`src/flow_consts.svh`:
```
// constant offsets, fields, reset values and timing counts for the flow
// controller; included by the design files, holds definitions only
`ifndef FLOW_CONSTS_SVH
`define FLOW_CONSTS_SVH
`define OFS_INDIRECT_CMD 8'hA4
`define OFS_INDIRECT_DATA 8'hA8
`define OFS_FLOW_CFG 8'hAC
`define CMD_BUSY_BIT 31
`define CMD_DIR_BIT 30
`define CFG_HI_MSB 23
`define CFG_HI_LSB 16
`define CFG_LO_MSB 15
`define CFG_LO_LSB 8
`define CFG_DUR_MSB 7
`define CFG_DUR_LSB 4
`define CFG_MULT_BIT 3
`define CFG_BRD_BIT 2
`define CFG_ADD_BIT 1
`define CFG_ANY_BIT 0
`define DATA_RESET 32'h0000_0000
`define CFG_RESET 24'h00_0000
`define CFG_WR_MASK 32'h00FF_FFFF
`define CLK_MHZ 100
`define DUR_STEP_NS 50000
`define DUR_SLOW_EXTRA_NS 2200
`define UNIT_SHIFT 6
`endif

```
`src/flow_pkg.sv`:
```
// types shared by the flow controller design files
// assumes flow_consts.svh gives the numeric values
package flow_pkg;
  // states of the automatic flow machine
  typedef enum logic [1:0] {
    idle_s,
    paused_s,
    jamming_s
  } flow_state_t;
  // states of the indirect mac register access
  typedef enum logic [1:0] {
    acc_idle_s,
    acc_wait_s
  } acc_state_t;
endpackage

```
`src/rx_fifo_flow_control.sv`:
```
// rx_fifo_flow_control: automatic receive flow control plus the data and
// command registers of the indirect mac register path.
// assumes a simple synchronous register port (select, write, address),
// a receive fifo byte count and frame classification from the mac.
// Notes on behaviour
// - high threshold in 23:16, 64-byte units
// - full duplex: one pause frame at high
// - half duplex: jam matching frames while high
// - low threshold 15:8; zero pause below it
// - resume only after an actual sent pause
// - transmitter off: no pause, no jam
// - duration code 7:4, unused in full duplex
// - duration table 5us..600us, slow adds 2.2us
// - bit 3 jams multicast frames
// - bit 2 jams broadcast frames
// - bit 1 jams frames to own address
// - bit 0 any frame, full-duplex enable
// - any-frame half duplex reacts on preamble
// - any-frame full duplex requests pause immediately
// - any-frame overrides bits 3:1
// - 32-bit data register, reset zero
// - busy bit starts access until done
// - direction bit: set reads, clear writes
// - 8-bit address selects mac register
`timescale 1ns/1ps
`include "flow_consts.svh"
module rx_fifo_flow_control (
  input wire logic ref_clk,
  input wire logic nrst,
  // register port
  input wire logic reg_sel,
  input wire logic reg_wr,
  input wire logic [7:0] reg_addr,
  input wire logic [31:0] reg_wdata,
  output logic [31:0] reg_rdata,
  // receive side status from the mac
  input wire logic [13:0] rx_fifo_bytes,
  input wire logic full_duplex,
  input wire logic slow_link,
  input wire logic tx_enabled,
  input wire logic rx_preamble,
  input wire logic rx_addr_valid,
  input wire logic rx_is_multicast,
  input wire logic rx_is_broadcast,
  input wire logic rx_is_own,
  // pause frame request towards the mac
  output logic pause_req,
  output logic pause_zero,
  input wire logic pause_ack,
  // half-duplex backpressure
  output logic jam,
  // indirect mac register path
  output logic mac_csr_req,
  output logic mac_csr_read,
  output logic [7:0] mac_csr_addr,
  output logic [31:0] mac_csr_wdata,
  input wire logic [31:0] mac_csr_rdata,
  input wire logic mac_csr_done
);
  logic [23:0] cfg; // flow configuration bits 23:0
  logic [23:0] next_cfg;
  logic [31:0] data; // indirect data register
  logic [31:0] next_data;
  logic cmd_dir; // indirect direction, 1 = read
  logic next_cmd_dir;
  logic [7:0] cmd_addr; // indirect target address
  logic [7:0] next_cmd_addr;
  logic [31:0] next_rdata;
  logic wr_cmd; // register write strobes
  logic wr_data;
  logic wr_cfg;
  logic acc_busy; // indirect access in progress
  logic acc_req;
  logic acc_start;
  logic [13:0] hi_bytes; // thresholds in bytes
  logic [13:0] lo_bytes;
  logic at_high;
  logic below_low;
  logic any_frame;
  logic frame_match; // frame meets jam criteria
  logic jam_start;
  logic jam_running;
  flow_pkg::flow_state_t state; // flow machine
  flow_pkg::flow_state_t next_state;
  logic armed; // high excursion may still send a pause
  logic next_armed;
  logic pause_sent; // a pause went out this excursion
  logic next_pause_sent;
  logic next_pause_req;
  logic next_pause_zero;
  logic next_jam;

  assign wr_cmd = reg_sel && reg_wr && (reg_addr == `OFS_INDIRECT_CMD);
  assign wr_data = reg_sel && reg_wr && (reg_addr == `OFS_INDIRECT_DATA);
  assign wr_cfg = reg_sel && reg_wr && (reg_addr == `OFS_FLOW_CFG);
  assign acc_start = wr_cmd && reg_wdata[`CMD_BUSY_BIT] && !acc_busy;

  // indirect access sequencer
  indirect_access u_access (
    .ref_clk(ref_clk),
    .nrst(nrst),
    .start(acc_start),
    .mac_done(mac_csr_done),
    .busy(acc_busy),
    .mac_req(acc_req)
  );

  // register next values: writes, read capture and read mux
  always_comb begin
    next_cfg = cfg;
    next_data = data;
    next_cmd_dir = cmd_dir;
    next_cmd_addr = cmd_addr;
    if (wr_cfg) begin
      next_cfg = reg_wdata[23:0] & 24'(`CFG_WR_MASK);
    end
    // command and data writes ignored while busy
    if (wr_cmd && !acc_busy) begin
      next_cmd_dir = reg_wdata[`CMD_DIR_BIT];
      next_cmd_addr = reg_wdata[7:0];
    end
    if (wr_data && !acc_busy) begin
      next_data = reg_wdata;
    end
    if (acc_busy && mac_csr_done && cmd_dir) begin
      next_data = mac_csr_rdata;
    end
    // read mux; unmapped offsets read zero
    case (reg_addr)
      `OFS_INDIRECT_CMD:
        next_rdata = {acc_busy, cmd_dir, 22'h00_0000, cmd_addr};
      `OFS_INDIRECT_DATA: next_rdata = data;
      `OFS_FLOW_CFG: next_rdata = {8'h00, cfg};
      default: next_rdata = 32'h0000_0000;
    endcase
  end

  // register storage
  always_ff @(posedge ref_clk or negedge nrst) begin
    if (!nrst) begin
      cfg <= `CFG_RESET;
      data <= `DATA_RESET;
      cmd_dir <= 1'b0;
      cmd_addr <= 8'h00;
      reg_rdata <= 32'h0000_0000;
    end else begin
      cfg <= next_cfg;
      data <= next_data;
      cmd_dir <= next_cmd_dir;
      cmd_addr <= next_cmd_addr;
      reg_rdata <= next_rdata;
    end
  end

  assign mac_csr_addr = cmd_addr;
  assign mac_csr_read = cmd_dir;
  assign mac_csr_wdata = data;
  assign mac_csr_req = acc_req;

  assign hi_bytes = {cfg[`CFG_HI_MSB:`CFG_HI_LSB], 6'h00};
  assign lo_bytes = {cfg[`CFG_LO_MSB:`CFG_LO_LSB], 6'h00};
  assign at_high = (rx_fifo_bytes >= hi_bytes);
  assign below_low = (rx_fifo_bytes < lo_bytes);
  assign any_frame = cfg[`CFG_ANY_BIT];
  // frame selection for half-duplex jamming
  always_comb begin
    if (any_frame) begin
      frame_match = rx_preamble;
    end else begin
      frame_match = rx_addr_valid &&
        ((cfg[`CFG_MULT_BIT] && rx_is_multicast) ||
         (cfg[`CFG_BRD_BIT] && rx_is_broadcast) ||
         (cfg[`CFG_ADD_BIT] && rx_is_own));
    end
  end

  assign jam_start = tx_enabled && !full_duplex && at_high &&
    frame_match && !jam_running;

  // backpressure interval timer
  jam_timer u_timer (
    .ref_clk(ref_clk),
    .nrst(nrst),
    .start(jam_start),
    .code(cfg[`CFG_DUR_MSB:`CFG_DUR_LSB]),
    .slow_link(slow_link),
    .running(jam_running)
  );

  // flow machine next state
  always_comb begin
    next_state = state;
    next_armed = armed;
    next_pause_sent = pause_sent;
    next_pause_req = pause_req;
    next_pause_zero = pause_zero;
    next_jam = (jam_running || jam_start) && tx_enabled && !full_duplex;
    // a pending request ends when the mac accepts it
    if (pause_req && pause_ack) begin
      next_pause_req = 1'b0;
    end
    case (state)
      flow_pkg::idle_s: begin
        if (full_duplex && any_frame && tx_enabled && at_high &&
            armed && !pause_req) begin
          next_pause_req = 1'b1;
          next_pause_zero = 1'b0;
          next_armed = 1'b0;
          next_pause_sent = 1'b1;
          next_state = flow_pkg::paused_s;
        end else if (!full_duplex && at_high) begin
          next_state = flow_pkg::jamming_s;
        end
      end
      flow_pkg::paused_s: begin
        // resume only after a sent pause
        if (below_low && !pause_req) begin
          if (pause_sent && tx_enabled && any_frame) begin
            next_pause_req = 1'b1;
            next_pause_zero = 1'b1;
          end
          next_pause_sent = 1'b0;
          next_armed = 1'b1;
          next_state = flow_pkg::idle_s;
        end
      end
      flow_pkg::jamming_s: begin
        // half-duplex excursion ends below low
        if (below_low || full_duplex) begin
          next_state = flow_pkg::idle_s;
        end
      end
      default: next_state = flow_pkg::idle_s;
    endcase
    // no pause while transmitter is off
    if (!tx_enabled) begin
      next_pause_req = 1'b0;
    end
  end

  // flow machine registers
  always_ff @(posedge ref_clk or negedge nrst) begin
    if (!nrst) begin
      state <= flow_pkg::idle_s;
      armed <= 1'b1;
      pause_sent <= 1'b0;
      pause_req <= 1'b0;
      pause_zero <= 1'b0;
      jam <= 1'b0;
    end else begin
      state <= next_state;
      armed <= next_armed;
      pause_sent <= next_pause_sent;
      pause_req <= next_pause_req;
      pause_zero <= next_pause_zero;
      jam <= next_jam;
    end
  end
endmodule

```
`src/jam_timer.sv`:
```
// jam_timer: counts down one backpressure interval from a duration code
// assumes a 100 MHz clock and a speed flag from the mac
`timescale 1ns/1ps
`include "flow_consts.svh"
module jam_timer (
  input wire logic ref_clk,
  input wire logic nrst,
  input wire logic start,
  input wire logic [3:0] code,
  input wire logic slow_link,
  output logic running
);
  logic [16:0] count; // cycles left in the interval
  logic [16:0] next_count;
  logic [16:0] load; // interval length in cycles
  // duration table: codes 0..3 special, then 50 us steps
  always_comb begin
    case (code)
      4'h0: load = 17'(5000 * `CLK_MHZ / 1000);
      4'h1: load = 17'(10000 * `CLK_MHZ / 1000);
      4'h2: load = 17'(15000 * `CLK_MHZ / 1000);
      4'h3: load = 17'(25000 * `CLK_MHZ / 1000);
      default: load = 17'((32'(code) - 32'd3) * `DUR_STEP_NS
                          * `CLK_MHZ / 1000);
    endcase
    // the 10 Mb/s interval is 2.2 us longer
    if (slow_link) begin
      load = load + 17'(`DUR_SLOW_EXTRA_NS * `CLK_MHZ / 1000);
    end
  end
  // next count: load on start, else count to zero
  always_comb begin
    if (start) begin
      // the start edge itself is the first jam cycle
      next_count = load - 17'h0_0001;
    end else if (count != 17'h0_0000) begin
      next_count = count - 17'h0_0001;
    end else begin
      next_count = count;
    end
  end
  // registered count and running flag
  always_ff @(posedge ref_clk or negedge nrst) begin
    if (!nrst) begin
      count <= 17'h0_0000;
    end else begin
      count <= next_count;
    end
  end
  assign running = (count != 17'h0_0000);
endmodule

```
`src/indirect_access.sv`:
```
// indirect_access: sequences one indirect mac register read or write
// assumes the mac answers each request with a one-cycle done pulse
`timescale 1ns/1ps
`include "flow_consts.svh"
module indirect_access (
  input wire logic ref_clk,
  input wire logic nrst,
  input wire logic start,
  input wire logic mac_done,
  output logic busy,
  output logic mac_req
);
  flow_pkg::acc_state_t state; // access sequencer
  flow_pkg::acc_state_t next_state;
  logic next_req;
  // next state: request once, then wait for the done pulse
  always_comb begin
    next_state = state;
    next_req = 1'b0;
    case (state)
      flow_pkg::acc_idle_s: begin
        if (start) begin
          next_state = flow_pkg::acc_wait_s;
          next_req = 1'b1;
        end
      end
      flow_pkg::acc_wait_s: begin
        if (mac_done) begin
          next_state = flow_pkg::acc_idle_s;
        end
      end
      default: next_state = flow_pkg::acc_idle_s;
    endcase
  end
  // registered sequencer state
  always_ff @(posedge ref_clk or negedge nrst) begin
    if (!nrst) begin
      state <= flow_pkg::acc_idle_s;
      mac_req <= 1'b0;
    end else begin
      state <= next_state;
      mac_req <= next_req;
    end
  end
  assign busy = (state == flow_pkg::acc_wait_s);
endmodule

```
`config.mk`:
```
export PLATFORM = sky130hd
export DESIGN_NAME = rx_fifo_flow_control
export DESIGN_NICKNAME = d
export VERILOG_FILES = /design/src/flow_pkg.sv /design/src/rx_fifo_flow_control.sv /design/src/jam_timer.sv /design/src/indirect_access.sv
export VERILOG_INCLUDE_DIRS = /design/src
export SDC_FILE = /design/constraint.sdc
export NUM_CORES = 1
export LEC_CHECK = 0
export BUFFER_PORTS_ARGS = -buffer_cell sky130_fd_sc_hd__buf_2
export CAP_MARGIN = 40
export CORE_MARGIN = 2
export CORE_UTILIZATION = 40
export CTS_CLUSTER_DIAMETER = 100
export DETAILED_ROUTE_END_ITERATION = 7
export SKIP_LAST_GASP = 1
export SYNTH_ARGS = -nofsm -noshare
export SYNTH_HDL_FRONTEND = slang
export SYNTH_HIERARCHICAL = 1
export SYNTH_SLANG_ARGS = --single-unit
```
`constraint.sdc`:
```
create_clock -name ref_clk -period 35.1 [get_ports ref_clk]
set_clock_uncertainty 0.2 [all_clocks]
set_input_delay 3.51 -clock ref_clk [delete_from_list [all_inputs] [get_ports ref_clk]]
set_output_delay 3.51 -clock ref_clk [all_outputs]
set_load 0.01 [all_outputs]
```
# Yosys cells after proc, flatten, opt, wreduce, memory -nomap -nowiden

Index checks and enable logic that the tools add are counted.

Bits in registers: 124
Bits of input ports: 100
Output and inout port bits: 77
Word-level logic and storage cells: 121

Add/sub/neg operators: 4
Multiply operators: 2
Div/mod/pow operators: 1
Magnitude comparators: 2
Equality and inequality tests: 16
Muxes and demuxes: 33
Reduce and logical (&&, ||, !) cells: 49

Operators with widths:

| operator                                            | number |
|---|---|
| one-hot mux 32 bit (3 select lines)                 | 1 |
| one-hot mux 17 bit (4 select lines)                 | 1 |
| 2-to-1 mux 32 bit                                   | 2 |
| 2-to-1 mux 17 bit                                   | 3 |
| subtractor 17 x 1 -> 17 bit, second input constant  | 2 |
| divider 32 x 10 -> 32 bit, second input constant    | 1 |
| multiplier 32 x 12 -> 28 bit, second input constant | 1 |
| logical AND 1 bit                                   | 30 |
| multiplier 28 x 5 -> 26 bit, second input constant  | 1 |
| equality test 8 bit, second input constant          | 3 |
| adder 17 x 8 -> 17 bit, second input constant       | 1 |
| nonzero test 17 bit                                 | 1 |
| greater-or-equal comparator 14 bit                  | 1 |
| < comparator 14 bit                                 | 1 |
| 2-to-1 mux 1 bit                                    | 14 |
| 2-to-1 mux 2 bit                                    | 6 |
| inequality test 2 bit, second input constant        | 6 |
| equality test 4 x 2 -> 1 bit, second input constant | 2 |
| one-hot mux 1 bit (2 select lines)                  | 4 |
| one-hot mux 2 bit (3 select lines)                  | 1 |
| AND reduction 3 bit                                 | 2 |
| nonzero test 2 bit                                  | 3 |
| subtractor 4 x 2 -> 5 bit, second input constant    | 1 |
| equality test 2 x 1 -> 1 bit, second input constant | 2 |
| other kinds (10)                                    | 17 |

# Longest topological paths before layout

Depth after elaboration: 10
Gate-level depth with buffers: 110
Gate-level depth less buffers: 97

# Modules after synthesis

The synthesis kept the hierarchy.

Modules (own cells, without submodules):

| module               | times used | cells each | area an instance (sq um) |
|---|---|---|---|
| jam_timer            | 1          | 1819       | 13247.7 |
| rx_fifo_flow_control | 1          | 408        | 4747.1 |
| indirect_access      | 1          | 5          | 65.1 |

# Worst setup path before layout

OpenSTA, ideal clock, no wires.

Kind: reg-to-reg
Start point: register cfg[4]
End point: register u_timer.count[16]
Setup time: 132 ps
Arrival: 24167 ps
Required time: 34768 ps
Path slack: 10602 ps
Cell stages (with the launch flop): 104
Path buffers: 8
Period minus slack after synthesis: 24498 ps
Cells stage by stage: dfrtp_1 -> ha_1 -> buf_2 -> nor3_4 -> clkbuf_1 -> ha_1 -> ha_1 -> ha_1 -> inv_1 -> fa_1 -> inv_1 -> ha_1 -> inv_1 -> fa_1 -> nor2b_1 -> o21ai_0 -> nand2b_1 -> a21o_1 -> [... 68 more ...] -> o21a_1 -> o21ai_2 -> and2_2 -> inv_2 -> ha_1 -> nand2_1 -> nor3_1 -> o2111ai_1 -> a2111oi_0 -> o221ai_1 -> a31oi_1 -> ha_1 -> nand2_1 -> a2111oi_4 -> nand3_1 -> nor4_1 -> xor2_1 -> nor2_1

Word-level cells in the longest chain between the ends: 9

RTL lines:

| what                                    | line                        | RTL |
|---|---|---|
| start: declaration                      | rx_fifo_flow_control.sv:60  | `logic [23:0] cfg;` |
| start signal: assignment                | rx_fifo_flow_control.sv:141 | `` cfg <= `CFG_RESET; `` |
| start signal: assignment                | rx_fifo_flow_control.sv:147 | `cfg <= next_cfg;` |
| subtractor 4 x 2 -> 5 bit               | jam_timer.sv:23             | `` default: load = 17'((32'(code) - 32'd3) * `DUR_STEP_NS `` |
| multiplier 32 x 12 -> 28 bit (no line)  | n/a                         |  |
| multiplier 28 x 5 -> 26 bit (no line)   | n/a                         |  |
| divider 32 x 10 -> 32 bit               | jam_timer.sv:23             |  |
| one-hot mux 17 bit (4 select lines) (*) | jam_timer.sv:18             | `case (code)` |
| adder 17 x 8 -> 17 bit                  | jam_timer.sv:28             | `` load = load + 17'(`DUR_SLOW_EXTRA_NS * `CLK_MHZ / 1000); `` |
| 2-to-1 mux 17 bit (*)                   | jam_timer.sv:27             | `if (slow_link) begin` |
| subtractor 17 x 1 -> 17 bit (*)         | jam_timer.sv:35             | `next_count = load - 17'h0_0001;` |
| 2-to-1 mux 17 bit (*)                   | jam_timer.sv:33             | `if (start) begin` |
| end signal: assignment                  | jam_timer.sv:47             | `count <= next_count;` |
| end: declaration                        | jam_timer.sv:13             | `logic [16:0] count;` |

Every way passes the cells marked *; elsewhere a longest branch is shown, timed or not.
A chain may end at the register's enable or synchronous reset.

# Worst setup path in the final report

Ends and elaborated chain as after synthesis.

==> results_dict.tcl <==
set metrics [dict create \
    grt_pass1_vias 17300 \
    core-area_mm2 0.0444 \
    crit_fanout 19 \
    synth_seq_area_share_pct 17.1 \
    critPathKind "flop to flop" \
    worstPathRequired_ns 35.19 \
    min_to "mac_csr_wdata[27]$_DFFE_PN0P_" \
    slew_headroom_pct 38.6 \
    drtAntennaViolNets 0 \
    final_common_cell "nand2_1" \
    cp-start-kind "flop" \
    holdBufCountCts 0 \
    slew_violations 0 \
    firstDrtPassIters 7 \
    syn_area_mm2 0.0181 \
    final_cell_mix "nand2_1 (197), nor2_1 (183), buf_2 (175)" \
    synthCells 2232 \
    root_buffer "clkbuf_16" \
    ys_seq_elements 123 \
    cts_made_buffers 17 \
    r2r-end "u_timer/count[16]$_DFFE_PN0P_" \
    cts_buffer_depth 2 \
    final_nets 2632 \
    antenna_found_initial 4 \
    ios 177 \
    fill_cells 4379 \
    cts_resized 0 \
    rows 77 \
    synth_edf_count 0 \
    outcome "complete, no violations" \
    first_iter_violations 1325 \
    final.min_clock_period_ns 28.78 \
    grt_pass1_wl_um 89100 \
    ys_types 137 \
    clk_pin_slew_ns 0.06 \
    io_buffers 176 \
    vias 17900 \
    drt_wl_total_um 55100 \
    min_path_cells 2 \
    cts_tree "done" \
    end_kind "flop" \
    syn_avg_cell_area_um2 8.09 \
    via_per_inst 6.02 \
    rsz0062_at_grt "false" \
    fin_crit_sh_pct 82.0 \
    min-delay-start "mac_csr_wdata[27]$_DFFE_PN0P_" \
    worst_pin_slew_ns 0.915 \
    syn_nets 2497 \
    critical-path-max-stage-delay_ns 0.74 \
    overflow 0 \
    gp_congestion 0.921 \
    slowest_stage "or4_1" \
    die_h_um 216 \
    critPathBufInv 7 \
    initial_core_util_pct 40.7 \
    register_area_mm2 0.00308 \
    cts_setup_buffers 0 \
    clk_latency_ns 0.42 \
    ys_warn_count 6 \
    drc 0 \
    synth-async-reset-ratio_pct 100 \
    drive_above_1_share_pct 18.1 \
    wire_per_inst_um 18.5 \
    clkSinkCount 123 \
    rrSetupSlack_ns 6.32 \
    areaGrowthSynthToFinish_pct 11.6 \
    dpl.hpwl_um 44200 \
    hold_path.class "flop to flop" \
    max_freq_mhz 34.7 \
    die_area_mm2 0.0469 \
    setup_violations 0 \
    grtUsageTotal_pct 22.8 \
    htreeDepth 4 \
    rr_worst_depth 95 \
    multiInputGateArea_mm2 0.0141 \
    maxCapViolations 0 \
    grt_start_max_net_pins 67 \
    reg2reg_from "cfg[4]$_DFFE_PN0P_" \
    critPathTopFamily "compound AO/OA/AOI/OAI gates" \
    setup-tns-final_ns 0 \
    crit_top_cell "ha_1" \
    cp_data_arrival_time_ns 28.87 \
    fp.dieW_um 216 \
    synthFlopType "dfrtp_1" \
    hold_viol 0 \
]
-- worst min-delay path, cell delays in order (launching register included) --
cell	delay, ns
dfrtp_1	0.35
nand2_1	0.05
o21ai_0	0.06
-- cells by family after synthesis --
kind of cell / after synthesis / synth area share, %
AO/OA/AOI/OAI: 671 / 28.5
flip-flops: 123 / 17.1
XOR/XNOR: 133 / 6.78
buffers and inverters: 230 / 5.17
AND/OR/NAND/NOR: 782 / 22.1
adder cells (fa/ha/maj): 167 / 12.7
multiplexers: 126 / 7.63
-- layer usage --
layer  up-vias  GRT usage [%]  share of wire [%]
met5         -              0              0.058
met4         6           5.41                1.6
met3        53           3.69                6.3
met2       605           38.5                 47
met1      8591           30.5                 45
li1       8642              -                  -
-- cell type report --
cell class / count / share of cell area, %
antenna: 2 / 0.0248
clock buffer: 19 / 2.25
multi-input combinational: 1879 / 69.8
tap: 592 / 3.68
timing repair buffer: 206 / 5.63
sequential: 123 / 15.3
inverter: 140 / 2.61
clock inverter: 13 / 0.689
-- metrics by stage --
step / instances / hold slack (ns) / cell area [µm²] / setup slack [ns] / utilization [%]
2_1_floorplan: 2232 / 0.282 / 18100 / 10.60 / -
3_3_place_gp: 2927 / 0.279 / 19400 / 7.21 / 43.8
3_5_place_dp: 2937 / 0.289 / 19500 / 6.56 / 44.0
4_1_cts: 2969 / 0.302 / 20100 / 6.46 / 45.3
5_1_grt: 2973 / 0.319 / 20200 / 3.99 / 45.4
6_report: 2974 / 0.297 / 20200 / 6.32 / 45.4
-- flip-flops by register name, summed over array words and instances, names as in the netlist --
register	flops
reg_rdata	32
mac_csr_read	1
state	2
jam	1
cfg	24
pause_sent	1
mac_csr_addr	8
u_access/mac_req	1
mac_csr_wdata	32
pause_zero	1
u_timer/count	17
pause_req	1
u_access/state	1
armed	1
-- worst max path at each step --
stage,end,depth (start not counted),from
floorplan,u_timer/count[16]$_DFFE_PN0P_,103,cfg[4]$_DFFE_PN0P_
global placement,u_timer/count[16]$_DFFE_PN0P_,94,cfg[4]$_DFFE_PN0P_
detailed placement,u_timer/count[16]$_DFFE_PN0P_,97,cfg[4]$_DFFE_PN0P_
CTS,u_timer/count[16]$_DFFE_PN0P_,97,cfg[4]$_DFFE_PN0P_
global route,u_timer/count[16]$_DFFE_PN0P_,96,cfg[4]$_DFFE_PN0P_
finish,u_timer/count[16]$_DFFE_PN0P_,95,cfg[4]$_DFFE_PN0P_
-- cells in the mapped netlist (all sizes together) (24+ instances only) --
| cell | n | area share, % |
|---|---|---|
| nand2 | 197 | 4.1 |
| nor2 | 189 | 4.0 |
| inv | 140 | 2.9 |
| ha | 137 | 9.5 |
| o21ai | 130 | 3.8 |
| dfrtp | 122 | 17 |
| a21oi | 115 | 3.4 |
| xnor2 | 97 | 4.8 |
| nor3 | 81 | 2.4 |
| mux2i | 67 | 3.9 |
| nand3 | 62 | 1.7 |
| mux2 | 59 | 3.7 |
| clkbuf | 50 | 1.0 |
| buf | 40 | 1.2 |
| xor2 | 36 | 2.0 |
| a31oi | 33 | 1.4 |
| and2 | 33 | 1.2 |
| nor4 | 33 | 1.4 |
| o211ai | 33 | 1.5 |
| a211oi | 29 | 1.4 |
| a21o | 29 | 1.2 |
| fa | 28 | 3.1 |
| and3 | 26 | 0.91 |
| or2 | 26 | 0.90 |
| o21a | 25 | 1.0 |
| nand4 | 24 | 0.87 |
Power is not shown: default switching activity piles up to over one toggle a cycle in this logic, so the estimate is an artifact.
